===== src/rtl/txc_pkg.sv =====
`default_nettype none
package txc_pkg;
  localparam int ADDR_W = 32;
  localparam int WORD_W = 16;
  localparam int APB_AW = 12;
  localparam int APB_DW = 32;
  localparam int FS_W = 8;
  localparam int ERR_W = 6;
  localparam int IRQ_W = 4;
  localparam int CNT_W = 16;

  // control word layout
  localparam int CW_VALID_BIT = 0;
  localparam int CW_DONE_BIT = 1;
  localparam int CW_START_BIT = 2;
  localparam int CW_END_BIT = 3;
  localparam int CW_FINT_BIT = 4;
  localparam int CW_ERR_BIT = 5;
  localparam int CW_RSV_LO = 6;
  localparam int CW_RSV_HI = 7;
  localparam int CW_FS_LO = 8;
  localparam int CW_FS_HI = 15;

  // completion word layout
  localparam int CMP_CMD_BIT = 0;
  localparam int CMP_FRAME_BIT = 1;
  localparam int CMP_LIST_ERR_BIT = 2;
  localparam int CMP_ERR_LO = 8;

  localparam logic [WORD_W-1:0] SB_CMD_CODE = 16'h0004;
  localparam logic [ADDR_W-1:0] SB_OFS_CMD = 32'h00000000;
  localparam logic [ADDR_W-1:0] SB_OFS_CODE = 32'h00000002;
  localparam logic [ADDR_W-1:0] SB_OFS_HIGH = 32'h00000004;
  localparam logic [ADDR_W-1:0] SB_OFS_LOW = 32'h00000006;
  localparam logic [ADDR_W-1:0] LIST_CTRL_OFS = 32'h00000002;

  localparam logic [APB_AW-1:0] REG_SB_ADDR = 12'h000;
  localparam logic [APB_AW-1:0] REG_IRQ_STATUS = 12'h004;
  localparam logic [APB_AW-1:0] REG_IRQ_MASK = 12'h008;
  localparam logic [APB_AW-1:0] REG_ENGINE = 12'h00c;

  localparam logic [ADDR_W-1:0] SB_ADDR_RESET = 32'h00000000;
  localparam logic [IRQ_W-1:0] IRQ_MASK_RESET = 4'h0;

  typedef enum logic [1:0]
  {
    EVT_CHAIN = 2'b00,
    EVT_HALT = 2'b01,
    EVT_FRAME = 2'b10,
    EVT_LIST_ERR = 2'b11
  } txc_evt_e;

  typedef enum logic [2:0]
  {
    ST_IDLE = 3'b000,
    ST_WR_CTRL = 3'b001,
    ST_WR_CMD = 3'b010,
    ST_WR_CODE = 3'b011,
    ST_WR_HIGH = 3'b100,
    ST_WR_LOW = 3'b101,
    ST_POST = 3'b110
  } txc_state_e;
endpackage : txc_pkg
`default_nettype wire


===== src/rtl/txc_wr_if.sv =====
`default_nettype none
interface txc_wr_if;
  import txc_pkg::*;
  logic valid;
  logic ready;
  logic [ADDR_W-1:0] addr;
  logic [WORD_W-1:0] data;
  logic done;
  modport issuer (output valid, output addr, output data, input ready, input done);
  modport writer (input valid, input addr, input data, output ready, output done);
endinterface : txc_wr_if
`default_nettype wire


===== src/rtl/txc_apb_regs.sv =====
`default_nettype none
module txc_apb_regs
  import txc_pkg::*;
(
  input wire logic core_clk,
  input wire logic nrst,
  input wire logic [APB_AW-1:0] paddr,
  input wire logic psel,
  input wire logic penable,
  input wire logic pwrite,
  input wire logic [APB_DW-1:0] pwdata,
  output logic [APB_DW-1:0] prdata,
  output logic pready,
  output logic pslverr,
  input wire logic [IRQ_W-1:0] irqSet,
  input wire logic [APB_DW-1:0] engineState,
  output logic [ADDR_W-1:0] statusBlockAddr,
  output logic irq
);
  logic [IRQ_W-1:0] irqStatus;
  logic [IRQ_W-1:0] irqMask;
  logic setup;
  logic access;
  logic mapped;
  logic [IRQ_W-1:0] clrStatus;

  assign setup = psel && !penable;
  assign access = psel && penable;
  assign pready = 1'b1;
  assign mapped = (paddr == REG_SB_ADDR) || (paddr == REG_IRQ_STATUS) || (paddr == REG_IRQ_MASK) ||
    (paddr == REG_ENGINE);
  assign pslverr = access && !mapped;
  assign clrStatus = (access && !pwrite && paddr == REG_IRQ_STATUS) ? {IRQ_W{1'b1}} : '0;
  assign irq = |(irqStatus & irqMask);

  always_ff @(posedge core_clk)
  begin
    if (!nrst)
    begin
      statusBlockAddr <= SB_ADDR_RESET;
      irqMask <= IRQ_MASK_RESET;
    end
    else if (access && pwrite)
    begin
      if (paddr == REG_SB_ADDR)
      begin
        statusBlockAddr <= pwdata;
      end
      else if (paddr == REG_IRQ_MASK)
      begin
        irqMask <= pwdata[IRQ_W-1:0];
      end
    end
  end

  // a new event wins over the read that clears
  always_ff @(posedge core_clk)
  begin
    if (!nrst)
    begin
      irqStatus <= '0;
    end
    else
    begin
      irqStatus <= (irqStatus & ~clrStatus) | irqSet;
    end
  end

  // read data captured in the setup cycle
  always_ff @(posedge core_clk)
  begin
    if (!nrst)
    begin
      prdata <= '0;
    end
    else if (setup && !pwrite)
    begin
      if (paddr == REG_SB_ADDR)
      begin
        prdata <= statusBlockAddr;
      end
      else if (paddr == REG_IRQ_STATUS)
      begin
        prdata <= {{(APB_DW-IRQ_W){1'b0}}, irqStatus};
      end
      else if (paddr == REG_IRQ_MASK)
      begin
        prdata <= {{(APB_DW-IRQ_W){1'b0}}, irqMask};
      end
      else if (paddr == REG_ENGINE)
      begin
        prdata <= engineState;
      end
      else
      begin
        prdata <= '0;
      end
    end
  end
endmodule : txc_apb_regs
`default_nettype wire


===== src/rtl/txc_mem_writer.sv =====
`default_nettype none
module txc_mem_writer
  import txc_pkg::*;
(
  input wire logic core_clk,
  input wire logic nrst,
  txc_wr_if.writer cmd,
  output logic memReq,
  output logic [ADDR_W-1:0] memAddr,
  output logic [WORD_W-1:0] memData,
  input wire logic memAck
);
  logic doneReg;

  // one word in flight; request held until the memory acknowledges
  assign cmd.ready = !memReq && !doneReg;
  assign cmd.done = doneReg;

  always_ff @(posedge core_clk)
  begin
    if (!nrst)
    begin
      memReq <= 1'b0;
      memAddr <= '0;
      memData <= '0;
    end
    else if (cmd.valid && cmd.ready)
    begin
      memReq <= 1'b1;
      memAddr <= cmd.addr;
      memData <= cmd.data;
    end
    else if (memReq && memAck)
    begin
      memReq <= 1'b0;
    end
  end

  always_ff @(posedge core_clk)
  begin
    if (!nrst)
    begin
      doneReg <= 1'b0;
    end
    else
    begin
      doneReg <= memReq && memAck;
    end
  end
endmodule : txc_mem_writer
`default_nettype wire


===== src/rtl/txc_writeback.sv =====
// Function
// - written control word clears ownership bit 0
// - written control word sets done bit 1
// - bits 2-4 copied from request word
// - reserved bits 6-7 copied from request
// - bit 5 flags send or strip failure
// - bits 8-15 carry returned frame status byte
// - interrupt when whole chain has been sent
// - interrupt when stop command has finished
// - interrupt after frame-start list with interrupt flag
// - interrupt on list parameter error
// - status block: code, completion, address high, low
// - only frame-start control word is rewritten
`default_nettype none
module txc_writeback
  import txc_pkg::*;
(
  input wire logic core_clk,
  input wire logic nrst,
  input wire logic [APB_AW-1:0] paddr,
  input wire logic psel,
  input wire logic penable,
  input wire logic pwrite,
  input wire logic [APB_DW-1:0] pwdata,
  output logic [APB_DW-1:0] prdata,
  output logic pready,
  output logic pslverr,
  input wire logic evtValid,
  output logic evtReady,
  input wire logic [1:0] evtKind,
  input wire logic [ADDR_W-1:0] evtListAddr,
  input wire logic [WORD_W-1:0] list_request_word,
  input wire logic evtTxError,
  input wire logic [FS_W-1:0] returned_frame_status_byte,
  input wire logic [ERR_W-1:0] evtListErrBits,
  output logic memReq,
  output logic [ADDR_W-1:0] memAddr,
  output logic [WORD_W-1:0] memData,
  input wire logic memAck,
  output logic irq
);
  txc_wr_if wr ();

  txc_state_e state;
  txc_state_e next_state;
  txc_evt_e kind;
  logic [ADDR_W-1:0] listAddr;
  logic [WORD_W-1:0] reqWord;
  logic txError;
  logic [FS_W-1:0] stripped_status_copy;
  logic [ERR_W-1:0] errBits;
  logic pending;
  logic [CNT_W-1:0] wbCount;
  logic [CNT_W-1:0] postCount;
  logic [ADDR_W-1:0] statusBlockAddr;
  logic [IRQ_W-1:0] irqSet;
  logic [WORD_W-1:0] list_control_word;
  logic [WORD_W-1:0] send_completion_word;
  logic isWriteState;
  logic stepDone;
  logic frameStart;
  logic frameIrq;
  logic [APB_DW-1:0] engineState;

  assign frameStart = reqWord[CW_START_BIT];
  assign frameIrq = reqWord[CW_FINT_BIT] && frameStart;

  // control word rewritten into the frame-start list
  always_comb
  begin
    list_control_word = '0;
    list_control_word[CW_VALID_BIT] = 1'b0;
    list_control_word[CW_DONE_BIT] = 1'b1;
    list_control_word[CW_START_BIT] = reqWord[CW_START_BIT];
    list_control_word[CW_END_BIT] = reqWord[CW_END_BIT];
    list_control_word[CW_FINT_BIT] = reqWord[CW_FINT_BIT];
    list_control_word[CW_ERR_BIT] = txError;
    list_control_word[CW_RSV_HI:CW_RSV_LO] = reqWord[CW_RSV_HI:CW_RSV_LO];
    list_control_word[CW_FS_HI:CW_FS_LO] = stripped_status_copy;
  end

  // completion word posted in the status block
  always_comb
  begin
    send_completion_word = '0;
    case (kind)
      EVT_CHAIN:
      begin
        send_completion_word[CMP_CMD_BIT] = 1'b1;
      end
      EVT_HALT:
      begin
        send_completion_word[CMP_CMD_BIT] = 1'b1;
      end
      EVT_FRAME:
      begin
        send_completion_word[CMP_FRAME_BIT] = 1'b1;
      end
      EVT_LIST_ERR:
      begin
        send_completion_word[CMP_LIST_ERR_BIT] = 1'b1;
        send_completion_word[CMP_ERR_LO +: ERR_W] = errBits;
      end
      default:
      begin
        send_completion_word = '0;
      end
    endcase
  end

  assign evtReady = (state == ST_IDLE);
  assign isWriteState = (state == ST_WR_CTRL) || (state == ST_WR_CMD) || (state == ST_WR_CODE) ||
    (state == ST_WR_HIGH) || (state == ST_WR_LOW);
  assign stepDone = pending && wr.done;
  assign wr.valid = isWriteState && !pending;

  // address and data of the word written in each state
  always_comb
  begin
    wr.addr = '0;
    wr.data = '0;
    case (state)
      ST_WR_CTRL:
      begin
        wr.addr = listAddr + LIST_CTRL_OFS;
        wr.data = list_control_word;
      end
      ST_WR_CMD:
      begin
        wr.addr = statusBlockAddr + SB_OFS_CMD;
        wr.data = SB_CMD_CODE;
      end
      ST_WR_CODE:
      begin
        wr.addr = statusBlockAddr + SB_OFS_CODE;
        wr.data = send_completion_word;
      end
      ST_WR_HIGH:
      begin
        wr.addr = statusBlockAddr + SB_OFS_HIGH;
        wr.data = listAddr[ADDR_W-1:WORD_W];
      end
      ST_WR_LOW:
      begin
        wr.addr = statusBlockAddr + SB_OFS_LOW;
        wr.data = listAddr[WORD_W-1:0];
      end
      default:
      begin
        wr.addr = '0;
        wr.data = '0;
      end
    endcase
  end

  always_comb
  begin
    next_state = state;
    case (state)
      ST_IDLE:
      begin
        if (evtValid)
        begin
          if (txc_evt_e'(evtKind) == EVT_FRAME)
          begin
            if (list_request_word[CW_START_BIT])
            begin
              next_state = ST_WR_CTRL;
            end
            else if (list_request_word[CW_FINT_BIT])
            begin
              next_state = ST_IDLE;
            end
          end
          else
          begin
            next_state = ST_WR_CMD;
          end
        end
      end
      ST_WR_CTRL:
      begin
        if (stepDone)
        begin
          // status block only after the control word has landed
          next_state = frameIrq ? ST_WR_CMD : ST_IDLE;
        end
      end
      ST_WR_CMD:
      begin
        if (stepDone)
        begin
          next_state = ST_WR_CODE;
        end
      end
      ST_WR_CODE:
      begin
        if (stepDone)
        begin
          next_state = ST_WR_HIGH;
        end
      end
      ST_WR_HIGH:
      begin
        if (stepDone)
        begin
          next_state = ST_WR_LOW;
        end
      end
      ST_WR_LOW:
      begin
        if (stepDone)
        begin
          next_state = ST_POST;
        end
      end
      ST_POST:
      begin
        next_state = ST_IDLE;
      end
      default:
      begin
        next_state = ST_IDLE;
      end
    endcase
  end

  always_ff @(posedge core_clk)
  begin
    if (!nrst)
    begin
      state <= ST_IDLE;
    end
    else
    begin
      state <= next_state;
    end
  end

  // event fields held for the whole sequence
  always_ff @(posedge core_clk)
  begin
    if (!nrst)
    begin
      kind <= EVT_CHAIN;
      listAddr <= '0;
      reqWord <= '0;
      txError <= 1'b0;
      stripped_status_copy <= '0;
      errBits <= '0;
    end
    else if (evtValid && evtReady)
    begin
      kind <= txc_evt_e'(evtKind);
      listAddr <= evtListAddr;
      reqWord <= list_request_word;
      txError <= evtTxError;
      stripped_status_copy <= returned_frame_status_byte;
      errBits <= evtListErrBits;
    end
  end

  always_ff @(posedge core_clk)
  begin
    if (!nrst)
    begin
      pending <= 1'b0;
    end
    else if (wr.valid && wr.ready)
    begin
      pending <= 1'b1;
    end
    else if (wr.done)
    begin
      pending <= 1'b0;
    end
  end

  always_ff @(posedge core_clk)
  begin
    if (!nrst)
    begin
      wbCount <= '0;
    end
    else if (state == ST_WR_CTRL && stepDone)
    begin
      wbCount <= wbCount + 1'b1;
    end
  end

  always_ff @(posedge core_clk)
  begin
    if (!nrst)
    begin
      postCount <= '0;
    end
    else if (state == ST_POST)
    begin
      postCount <= postCount + 1'b1;
    end
  end

  // interrupt raised once the status block is complete
  always_comb
  begin
    irqSet = '0;
    if (state == ST_POST)
    begin
      case (kind)
        EVT_CHAIN:
        begin
          irqSet[EVT_CHAIN] = 1'b1;
        end
        EVT_HALT:
        begin
          irqSet[EVT_HALT] = 1'b1;
        end
        EVT_FRAME:
        begin
          irqSet[EVT_FRAME] = 1'b1;
        end
        EVT_LIST_ERR:
        begin
          irqSet[EVT_LIST_ERR] = 1'b1;
        end
        default:
        begin
          irqSet = '0;
        end
      endcase
    end
  end

  assign engineState = {postCount[CNT_W/2-1:0], wbCount[CNT_W/2-1:0], {(CNT_W-3){1'b0}}, state};

  txc_mem_writer u_writer
  (
    .core_clk(core_clk),
    .nrst(nrst),
    .cmd(wr),
    .memReq(memReq),
    .memAddr(memAddr),
    .memData(memData),
    .memAck(memAck)
  );

  txc_apb_regs u_regs
  (
    .core_clk(core_clk),
    .nrst(nrst),
    .paddr(paddr),
    .psel(psel),
    .penable(penable),
    .pwrite(pwrite),
    .pwdata(pwdata),
    .prdata(prdata),
    .pready(pready),
    .pslverr(pslverr),
    .irqSet(irqSet),
    .engineState(engineState),
    .statusBlockAddr(statusBlockAddr),
    .irq(irq)
  );
endmodule : txc_writeback
`default_nettype wire


===== config.mk =====
export PLATFORM = sky130hd
export DESIGN_NAME = txc_writeback
export DESIGN_NICKNAME = d
export VERILOG_FILES = /design/src/rtl/txc_pkg.sv /design/src/rtl/txc_wr_if.sv /design/src/rtl/txc_apb_regs.sv /design/src/rtl/txc_mem_writer.sv /design/src/rtl/txc_writeback.sv
export SDC_FILE = /design/constraint.sdc
export NUM_CORES = 1
export LEC_CHECK = 0
export ABC_AREA = 1
export BUFFER_PORTS_ARGS = -buffer_cell sky130_fd_sc_hd__buf_2
export CAP_MARGIN = 20
export CORE_UTILIZATION = 50
export DETAILED_ROUTE_END_ITERATION = 8
export PLACE_DENSITY = 0.8
export SYNTH_ARGS = -nofsm -noshare
export SYNTH_HDL_FRONTEND = slang
export SYNTH_SLANG_ARGS = --single-unit

===== constraint.sdc =====
create_clock -name core_clk -period 2.9 [get_ports core_clk]
set_clock_uncertainty 0.05 [all_clocks]
set_input_delay 0.145 -clock core_clk [delete_from_list [all_inputs] [get_ports core_clk]]
set_output_delay 0.145 -clock core_clk [all_outputs]
set_load 0.005 [all_outputs]

==> results of run 1 <==
## cells by family after synthesis
kind of cell	synth area share (%)
flip-flops	36.3
AND/OR/NAND/NOR	31.3
adder cells (fa/ha/maj)	0.994
AO/OA/AOI/OAI	22.1
XOR/XNOR	0.243
buffers and inverters	9.09
other	0.0346
## state kept, by name, summed over array words and instances (netlist names)
signal	flops
u_regs.prdata	32
errBits	6
u_regs.irqMask	4
listAddr	32
wbCount	8
u_writer.memAddr	32
u_writer.memData	16
state	3
stripped_status_copy	8
u_regs.irqStatus	4
u_writer.cmd.done	1
u_writer.memReq	1
reqWord	5
kind	2
postCount	8
txError	1
u_regs.statusBlockAddr	32
pending	1
## power breakdown
part	internal [mW]	total (mW)	switching (mW)
Combinational	1.02	2.98	1.96
Sequential	3.12	3.46	0.344
Clock	1.23	2.61	1.38
Total	5.37	9.05	3.68
## how the worst min path moves through the flow
stage                                  to  cells after the start  slack [ns]
6_report                      listAddr[6]                      3        0.03
2_1_floorplan           u_writer.cmd.done                      2        0.24
4_1_cts        u_regs.statusBlockAddr[20]                      3        0.02
3_3_place_gp            u_writer.cmd.done                      3        0.34
5_1_grt        u_regs.statusBlockAddr[20]                      3        0.01
3_5_place_dp            u_writer.cmd.done                      3        0.34
## repair_timing
action,in CTS,in global routing
hold buffers,83,0
endpoints found under the hold margin,87,0
setup buffers,0,0
## cell type report
class                      count  area, um2
timing repair buffer         295       1980
inverter                     158        598
clock buffer                  17        425
multi-input combinational   1201       5920
fill                        1937       7740
clock inverter                15        223
tap                          275        344
sequential                   196       3920
## worst max-delay path, delay by kind of cell (launching register included)
| family | cells | cell delay, ns |
|---|---|---|
| AND/OR/NAND/NOR | 10 | 1.39 |
| buffers and inverters | 1 | 0.19 |
| flip-flops | 1 | 0.58 |
| adder cells (fa/ha/maj) | 1 | 0.17 |
## placed cells by master (no fill, tap or decap), drive strengths merged, types with 18 or more instances in the layout
cell type    Yosys  final
buf             38    212
nor2           185    185
dfxtp          196    196
inv            158    169
o21ai          171    171
a21oi          179    179
dlygate4sd3      0     83
o221ai          18     18
nand2          391    391
nand3          151    151
## per-layer routing
| metal | global-route usage, % | wire length, um |
|---|---|---|
| met1 | 44.6 | 15900 |
| met2 | 57.4 | 18100 |
| met3 | 5.08 | 2810 |
| met4 | 13.8 | 1270 |
| met5 | 0 | 0 |
## metrics by stage
stage	cell area [um2]	cells	hold slack (ns)	setup slack [ns]	util (%)
after floorplan	10800	1635	0.239	0.727	-
after global placement	11900	2042	0.344	0.519	56.4
after detailed placement	11900	2042	0.340	0.484	56.4
after CTS	13400	2157	0.0198	0.469	63.4
after global routing	13400	2157	0.0115	0.196	63.4
final	13400	2157	0.0320	0.417	63.4
==> metrics.yaml, run 1 <==
drt:
  final_antenna_net_count: 0
  drtIter0Drc: 1177
  dr_total_vias: 12300
  route.detailed.drc: 0
  routed_wirelength_mm: 38.1
  dr.pass1.iters: 6
  wire_per_inst_um: 17.7
  viasPerCell: 5.68
synth:
  yosysTopAreaCell: "dfxtp_1"
  synth_seq_cells: 196
  synth-async-reset-ratio_pct: 0
  synth_area_per_cell_um2: 6.62
  seq_area_frac_synth_pct: 36.3
  synth_ff_type: "dfxtp_1"
  yosysWarnings: 0
  synth_cell_types: 49
  synth_fp_nets: 1759
  post-synth-top-area-fraction_pct: 36.3
  yosysMostFrequentCell: "nand2_1"
  synth_edf_count: 0
  yosys-top-cells-count: "373 x nand2_1, 196 x dfxtp_1, 178 x a21oi_1"
  synthCells: 1635
  mappedNetlistArea_mm2: 0.0108
  ys_top_cells_by_area: "dfxtp_1 36%, nand2_1 13%, a21oi_1 8.2%, o21ai_0 7.6%, nand3_1 6.8%"
clock_tree:
  cts_buffer_depth: 2
  cts.clk_slew.worst_paths_ns: 0.08
  post_cts_resized: 0
  cts_tree: "built"
  clock_latency_ns: 0.46
  root_buffer: "clkbuf_16"
  numCtsBuffers: 17
  cts_max_level: 4
  cts.sinks: 196
setup_path:
  r2r-end: "u_writer.memAddr[30]"
  path_cells: "nand3_2, inv_1, ha_1, nand3_1, nand2_1, nand2_1, nor2_1, nand3_1, nand3_1, nand3_1, nor2_1, nor2_1"
  crit_slowest_cell: "dfxtp_1"
  r2r_start: "state[0]"
  max_stage_delay_ns: 0.58
  cp-endpoint: "u_writer.memAddr[30]"
  critPathKind: "flip-flop to flip-flop"
  startpoint: "state[0]"
  critPathRequiredTime_ns: 3.20
  cp-end-kind: "flip-flop"
  critical_path_arrival_ns: 2.78
  reg2regPathDepth: 12
  worstPathMaxFanout: 8
  regToRegSetupSlack_ns: 0.42
  critPathMostFrequentCell: "nand3_1"
  critPathLaunchType: "flip-flop"
global_route:
  grt_pass1_wl_mm: 59.7
  overflow: 0
  grt_pass1_vias: 11300
  grt.total_usage_pct: 34.5
  antenna_found_initial: 0
  grt_max_degree: 138
power_and_ir_drop:
  p_leak_nw: 5.51
  power.density_mw_per_mm2: 674
  vdd_drop_max_mv: 0.856
  finalPower_mw: 9.05
final_layout:
  antenna_cells: 0
  final_nets: 1993
  area_growth_pct: 24.0
  drive_gt1_share_pct: 17.1
die:
  initial_utilization_pct: 51.2
  die_x_um: 149
  rows: 53
  die_area_mm2: 0.0222
  ios: 201
  core_mm2: 0.0212
  die_y_um: 149
sta:
  worst_slew_pin_slew_ns: 0.863
  finalHoldViolations: 0
  relSlewSlack_pct: 42.3
  period_share_pct: 85.6
  fin_setup_tns_ns: 0
  rsz0062_at_grt: "no"
  fmax_ghz: 0.403
  period_needed_ns: 2.48
  slew_violations: 0
  setup_viol: 0
job:
  cap_viol_max_count: 0
min_path:
  hp-class: "input pin to flip-flop"
  hp-start: "evtListAddr[6]"
place:
  place.gp.congestion: 0.961
  hpwlAfterDp_mm: 27.2
  port_buffers: 188
run_status:
  status: "finished clean"
Note: power is estimated with default switching activity, not from simulation.
==> inputs of run 2 (changes only) <==
ABC_AREA = default   (was 1)
CELL_PAD_IN_SITES_DETAIL_PLACEMENT = 0   (was default)
CELL_PAD_IN_SITES_GLOBAL_PLACEMENT = 1   (was default)
CORE_UTILIZATION = 41   (was 50)
PLACE_DENSITY = 0.87   (was 0.8)
==> metrics.yaml, run 2 <==
sta:
  fmax_ghz: 0.379  # -5.9%
  rsz0062_at_grt: "no"
  fin_setup_tns_ns: 0  # unchanged
  worst_slew_pin_slew_ns: 1.00  # +0.138 ns
  finalHoldViolations: 0  # unchanged
  relSlewSlack_pct: 33.0  # -9.3 points
  period_needed_ns: 2.64  # +0.155 ns
  slew_violations: 0  # unchanged
  period_share_pct: 91.0  # +5.3 points
  setup_viol: 0  # unchanged
run_status:
  status: "finished clean"
power_and_ir_drop:
  p_leak_nw: 5.19  # -5.7%
  power.net_switching_mw: 3.09  # -16%
  power.density_mw_per_mm2: 623  # -7.6%
  p_int_mw: 5.31  # -1.2%
  clock_power_share_pct: 28.4  # -0.4 points
  p_sw_share_pct: 36.8  # -3.9 points
  vdd_drop_max_mv: 0.390  # -54%
  power.share.sequential_pct: 39.5  # +1.3 points
  pwr-share-comb_pct: 32.1  # -0.8 points
  finalPower_mw: 8.39  # -7.2%
clock_tree:
  post_cts_resized: 0  # unchanged
  root_buffer: "clkbuf_16"
  numCtsBuffers: 17  # unchanged
  clock_latency_ns: 0.44  # -0.02 ns
  cts_buffer_depth: 2  # unchanged
  cts.clk_slew.worst_paths_ns: 0.07  # about the same
  cts.sinks: 196  # unchanged
  cts_max_level: 4  # unchanged
  cts_tree: "built"
drt:
  dr_total_vias: 10800  # -12%
  drtIter0Drc: 755  # -36%
  route.detailed.drc: 0  # unchanged
  wire_per_inst_um: 18.9  # +6.7%
  final_antenna_net_count: 0  # unchanged
  viasPerCell: 5.60  # -1.4%
  dr.pass1.iters: 5  # -1
  routed_wirelength_mm: 36.3  # -4.6%
setup_path:
  reg2regPathDepth: 11  # -1
  max_stage_delay_ns: 0.38  # -0.20 ns
  r2r_start: "state[1]"
  startpoint: "state[1]"
  crit_slowest_cell: "fa_1"
  critPathTopFamily: "simple AND/OR/NAND/NOR gates"
  path_cells: "inv_1, nand2_1, nor2_1, inv_1, fa_1, nand3b_1, nor2_1, a22oi_1, or3_1, o31ai_1, o221a_2"
  regToRegSetupSlack_ns: 0.26  # -0.15 ns
  critPathLaunchType: "flip-flop"
  r2r-end: "u_writer.memAddr[17]"
  cp-endpoint: "u_writer.memAddr[17]"
  cp-end-kind: "flip-flop"
  critical_path_arrival_ns: 2.97  # +0.19 ns
  worstPathMaxFanout: 4  # -4
  critPathBufInv: 2  # +1
  critPathRequiredTime_ns: 3.24  # +0.04 ns
  critPathKind: "flip-flop to flip-flop"
  path_depth: 11  # -1
final_layout:
  utilization_pct: 53.3  # -10 points
  final_common_cell: "nand2_1"
  layout.cells.most_common_list: "272 x nand2_1, 196 x dfxtp_1, 187 x buf_2, 87 x dlygate4sd3_1, 71 x a21boi_0"
  antenna_cells: 0  # unchanged
  drive_gt1_share_pct: 19.5  # +2.5 points
  fill_cells: 2409  # +24%
  final_nets: 1708  # -14%
  area_growth_pct: 27.5
job:
  cap_viol_max_count: 0  # unchanged
synth:
  yosysWarnings: 0  # unchanged
  yosysMostFrequentCell: "nand2_1"
  synth_seq_cells: 196  # unchanged
  yosys-top-cells-count: "272 x nand2_1, 196 x dfxtp_1, 95 x clkbuf_1"
  synth_area_per_cell_um2: 7.92  # +20%
  synth_cell_types: 69  # +41%
  synth-async-reset-ratio_pct: 0  # unchanged
  synthCells: 1335  # -18%
  post-synth-top-area-fraction_pct: 37.1  # +0.88 points
  synth_ff_type: "dfxtp_1"
  synth_edf_count: 0  # unchanged
  mappedNetlistArea_mm2: 0.0106  # -2.4%
  ys_top_cells_by_area: "dfxtp_1 37%, nand2_1 9.7%, a21boi_0 5.0%, clkbuf_1 3.4%, o21ai_0 3.1%"
  seq_area_frac_synth_pct: 37.1  # +0.88 points
  synth_fp_nets: 1459  # -17%
  yosysTopAreaCell: "dfxtp_1"
die:
  rows: 58  # +9.4%
  initial_utilization_pct: 41.8  # -9.3 points
  die_area_mm2: 0.0264  # +19%
  die_y_um: 163  # +9.0%
  core_mm2: 0.0253  # +19%
  ios: 201  # unchanged
  die_x_um: 163  # +9.0%
global_route:
  antenna_found_initial: 0  # unchanged
  grt_pass1_vias: 10300  # -9.3%
  grt_max_degree: 71  # -49%
  grt_pass1_wl_mm: 57.0  # -4.4%
  overflow: 0  # unchanged
  grt.total_usage_pct: 27.9  # -6.5 points
min_path:
  hp-class: "input pin to flip-flop"
place:
  hpwlAfterDp_mm: 25.4  # -6.6%
  place.gp.congestion: 0.922  # -4.0%
  port_buffers: 188  # unchanged
## run 2: repair_timing
item,4_1_cts,5_1_grt
hold buffers,87,0
setup endpoints to repair,0,0
endpoints found under the hold margin,92,0
buffers inserted,0,0
## run 2: power groups by stage
| stage | logic, mW | clock network [mW] | registers [mW] |
|---|---|---|---|
| 6_report | 2.69 | 2.38 | 3.32 |
| 3_5_place_dp | 2.59 | 0 | 3.37 |
| 4_1_cts | 2.68 | 2.43 | 3.31 |
| 2_1_floorplan | 1.65 | 0 | 3.25 |
| 3_3_place_gp | 2.56 | 0 | 3.37 |
| 5_1_grt | 2.96 | 2.54 | 3.35 |
## run 2: kinds of logic after synthesis
kind of cell / share of synthesized area, %
other: 0.0355
AO/OA/AOI/OAI: 23.0
XOR/XNOR: 5.14
AND/OR/NAND/NOR: 25.6
adder cells (fa/ha/maj): 1.02
flip-flops: 37.1
multiplexers: 2.92
buffers and inverters: 5.19
## run 2: layer usage
metal / GRT usage, % / wire (um)
met3: 4.97 / 2470
met2: 46.3 / 17000
met1: 35.9 / 15800
met5: 0 / 0
met4: 11.0 / 1110
## run 2: layout make-up
class / count / area, um2 / area share (%)
flip-flops and latches: 196 / 3920 / 29.1
repair buffers: 348 / 2410 / 17.9
inverters: 11 / 41.3 / 0.306
clock buffers: 21 / 470 / 3.49
clock inverters: 11 / 114 / 0.845
multi-input cells: 1010 / 6100 / 45.3
well taps: 330 / 413 / 3.06
## run 2: worst register-to-register path, cell delays in order, from the launching register on
cell and delay, ns:
dfxtp_1 0.31, inv_1 0.06, nand2_1 0.08, nor2_1 0.16
inv_1 0.08, fa_1 0.38, nand3b_1 0.28, nor2_1 0.21
a22oi_1 0.13, or3_1 0.38, o31ai_1 0.24, o221a_2 0.22
## run 2: worst min path at each step
stage	cells past startpoint	to	slack (ns)	start
floorplan	2	u_regs.statusBlockAddr[3]	0.23	pwdata[3]
global placement	3	u_regs.statusBlockAddr[15]	0.34	pwdata[15]
detailed placement	3	u_regs.statusBlockAddr[27]	0.35	pwdata[27]
CTS	5	u_regs.prdata[2]	0.12	paddr[11]
global route	5	u_regs.prdata[0]	0.15	paddr[11]
finish	5	u_regs.prdata[2]	0.13	paddr[11]
## run 2: stage by stage
| stage | area (um2) | hold WS, ns | std cells | setup WS (ns) |
|---|---|---|---|---|
| 2_1_floorplan | 10600 | 0.230 | 1335 | -0.0516 |
| 3_3_place_gp | 12000 | 0.337 | 1808 | 0.326 |
| 3_5_place_dp | 12000 | 0.346 | 1808 | 0.289 |
| 4_1_cts | 13500 | 0.118 | 1927 | 0.263 |
| 5_1_grt | 13500 | 0.147 | 1927 | 0.0246 |
| 6_report | 13500 | 0.129 | 1927 | 0.262 |
==> inputs of run 3 (changes only) <==
CORE_MARGIN = 2   (was default)
==> metrics.yaml, run 3 (same netlist as run 2, synthesis figures left out) <==
die:
  die_y_um: 165  # +1.2%
  ios: 201  # unchanged
  initial_utilization_pct: 41.8  # unchanged
  die_area_mm2: 0.0271  # +2.5%
  die_x_um: 165  # +1.2%
  rows: 58  # unchanged
  core_mm2: 0.0253  # unchanged
clock_tree:
  cts_tree: "built"
  cts_setup_buffers: 0  # unchanged
  cts_max_level: 4  # unchanged
  ctsHoldBuffers: 87  # unchanged
  post_cts_resized: 0  # unchanged
  root_buffer: "clkbuf_16"
  numCtsBuffers: 17  # unchanged
  cts_buffer_depth: 2  # unchanged
  cts.sinks: 196  # unchanged
  cts.clk_slew.worst_paths_ns: 0.08  # about the same
  clock_latency_ns: 0.44  # about the same
power_and_ir_drop:
  p_int_mw: 5.41  # +2.1%
  power.share.sequential_pct: 38.4  # -1.1 points
  power.density_mw_per_mm2: 637  # +2.3%
  power.net_switching_mw: 3.19  # +3.5%
  pwr-share-comb_pct: 32.6  # +0.5 points
  clock_power_share_pct: 29.0  # +0.6 points
  vdd_drop_max_mv: 0.480  # +23%
  finalPower_mw: 8.61  # +2.6%
  p_sw_share_pct: 37.1  # +0.34 points
  p_leak_nw: 5.22  # +0.57%
final_layout:
  antenna_cells: 0  # unchanged
  final_area_mm2: 0.0135  # +0.33%
  drive_gt1_share_pct: 19.7  # +0.16 points
  final_common_cell: "nand2_1"
  final_cells: 1929  # +0.10%
  utilization_pct: 53.5  # +0.17 points
  final_nets: 1710  # +0.12%
  area_growth_pct: 27.9
  layout.cells.most_common_list: "272 x nand2_1, 196 x dfxtp_1, 187 x buf_2, 87 x dlygate4sd3_1, 72 x buf_4"
sta:
  setup_ws_ns: 0.190  # -0.0716 ns
  relSlewSlack_pct: 30.5  # -2.5 points
  period_needed_ns: 2.71  # +0.0716 ns
  rsz0062_at_grt: "no"
  setup_viol: 0  # unchanged
  worst_slew_pin_slew_ns: 1.04  # +0.0368 ns
  fmax_ghz: 0.369  # -2.6%
  fin_setup_tns_ns: 0  # unchanged
  slew_violations: 0  # unchanged
  whs_ns: 0.126  # -0.00320 ns
  period_share_pct: 93.4  # +2.5 points
  finalHoldViolations: 0  # unchanged
drt:
  dr.pass1.iters: 5  # unchanged
  routed_wirelength_mm: 36.7  # +1.0%
  viasPerCell: 5.61  # +0.13%
  drtIter0Drc: 1037  # +37%
  final_antenna_net_count: 0  # unchanged
  dr_total_vias: 10800  # +0.23%
  route.detailed.drc: 0  # unchanged
  wire_per_inst_um: 19.0  # +0.93%
global_route:
  antenna_found_initial: 0  # unchanged
  overflow: 0  # unchanged
  grt_busiest_layer: "met2"
  met3_usage_pct: 5.37  # +0.41 points
  grt.total_usage_pct: 27.1  # -0.82 points
  use_met2_pct: 44.9  # -1.4 points
  use_met1_pct: 35.4  # -0.51 points
  grt_max_degree: 86  # +21%
  grt_pass1_wl_mm: 57.0  # about the same
  grt_pass1_vias: 10500  # +2.1%
min_path:
  hp-start: "paddr[11]"
  hp-class: "input pin to flip-flop"
place:
  dp_slack_ns: 0.271  # -0.0178 ns
  port_buffers: 188  # unchanged
  hpwlAfterDp_mm: 25.7  # +1.1%
  dpl_cell_area_mm2: 0.0120  # +0.12%
  place.gp.congestion: 0.927  # +0.51%
  placed_cells: 1810  # +0.11%
setup_path:
  worstPathMaxFanout: 4  # unchanged
  cp-end-kind: "flip-flop"
  critPathBufInv: 2  # unchanged
  crit_slowest_cell: "fa_1"
  max_stage_delay_ns: 0.39  # about the same
  path_cells: "inv_1, nand2_1, nor2_1, inv_1, fa_1, nand3b_1, nor2_1, a22oi_1, or3_1, o31a_1, a21oi_1"
  r2r_start: "state[1]"
  critPathLaunchType: "flip-flop"
  startpoint: "state[1]"
  critPathRequiredTime_ns: 3.22  # -0.02 ns
  critPathTopFamily: "simple AND/OR/NAND/NOR gates"
  critical_path_arrival_ns: 3.03  # +0.06 ns
  critPathKind: "flip-flop to flip-flop"
run_status:
  status: "finished clean"
job:
  cap_viol_max_count: 0  # unchanged
-- run 3: metal layers --
layer | part of all wire (%) | vias to the layer above
li1 | - | 5239
met1 | 43 | 5101
met2 | 47 | 426
met3 | 7.6 | 54
met4 | 2.3 | 0
met5 | 0 | -
-- run 3: power groups by stage --
stage               Combinational, mW  Clock [mW]  Sequential [mW]
floorplan                        1.65           0             3.25
global placement                 2.65           0             3.36
detailed placement               2.68           0             3.36
CTS                              2.78        2.53             3.30
global route                     3.09        2.64             3.33
finish                           2.81        2.50             3.30
-- run 3: tightest hold or removal path, delay by kind of cell --
| family | cells | cell delay, ns |
|---|---|---|
| buffers and inverters | 2 | 0.25 |
| AOI/OAI and AO/OA | 1 | 0.07 |
| and+or+nand+nor | 2 | 0.10 |
-- run 3: worst paths after layout --
kind                     endpoint  slack (ns)  cells after the start
max          u_writer.memAddr[31]        0.19                     11
min reg2reg     u_regs.prdata[10]        0.40                      2
min              u_regs.prdata[1]        0.13                      5
max reg2reg  u_writer.memAddr[31]        0.19                     11
-- run 3: cell type report --
type | count | area [um2]
Clock buffer | 18 | 439
Fill cell | 2399 | 11700
Inverter | 11 | 41.3
Sequential cell | 196 | 3920
Timing Repair Buffer | 350 | 2430
Multi-Input combinational cell | 1010 | 6100
Tap cell | 330 | 413
Clock inverter | 14 | 174
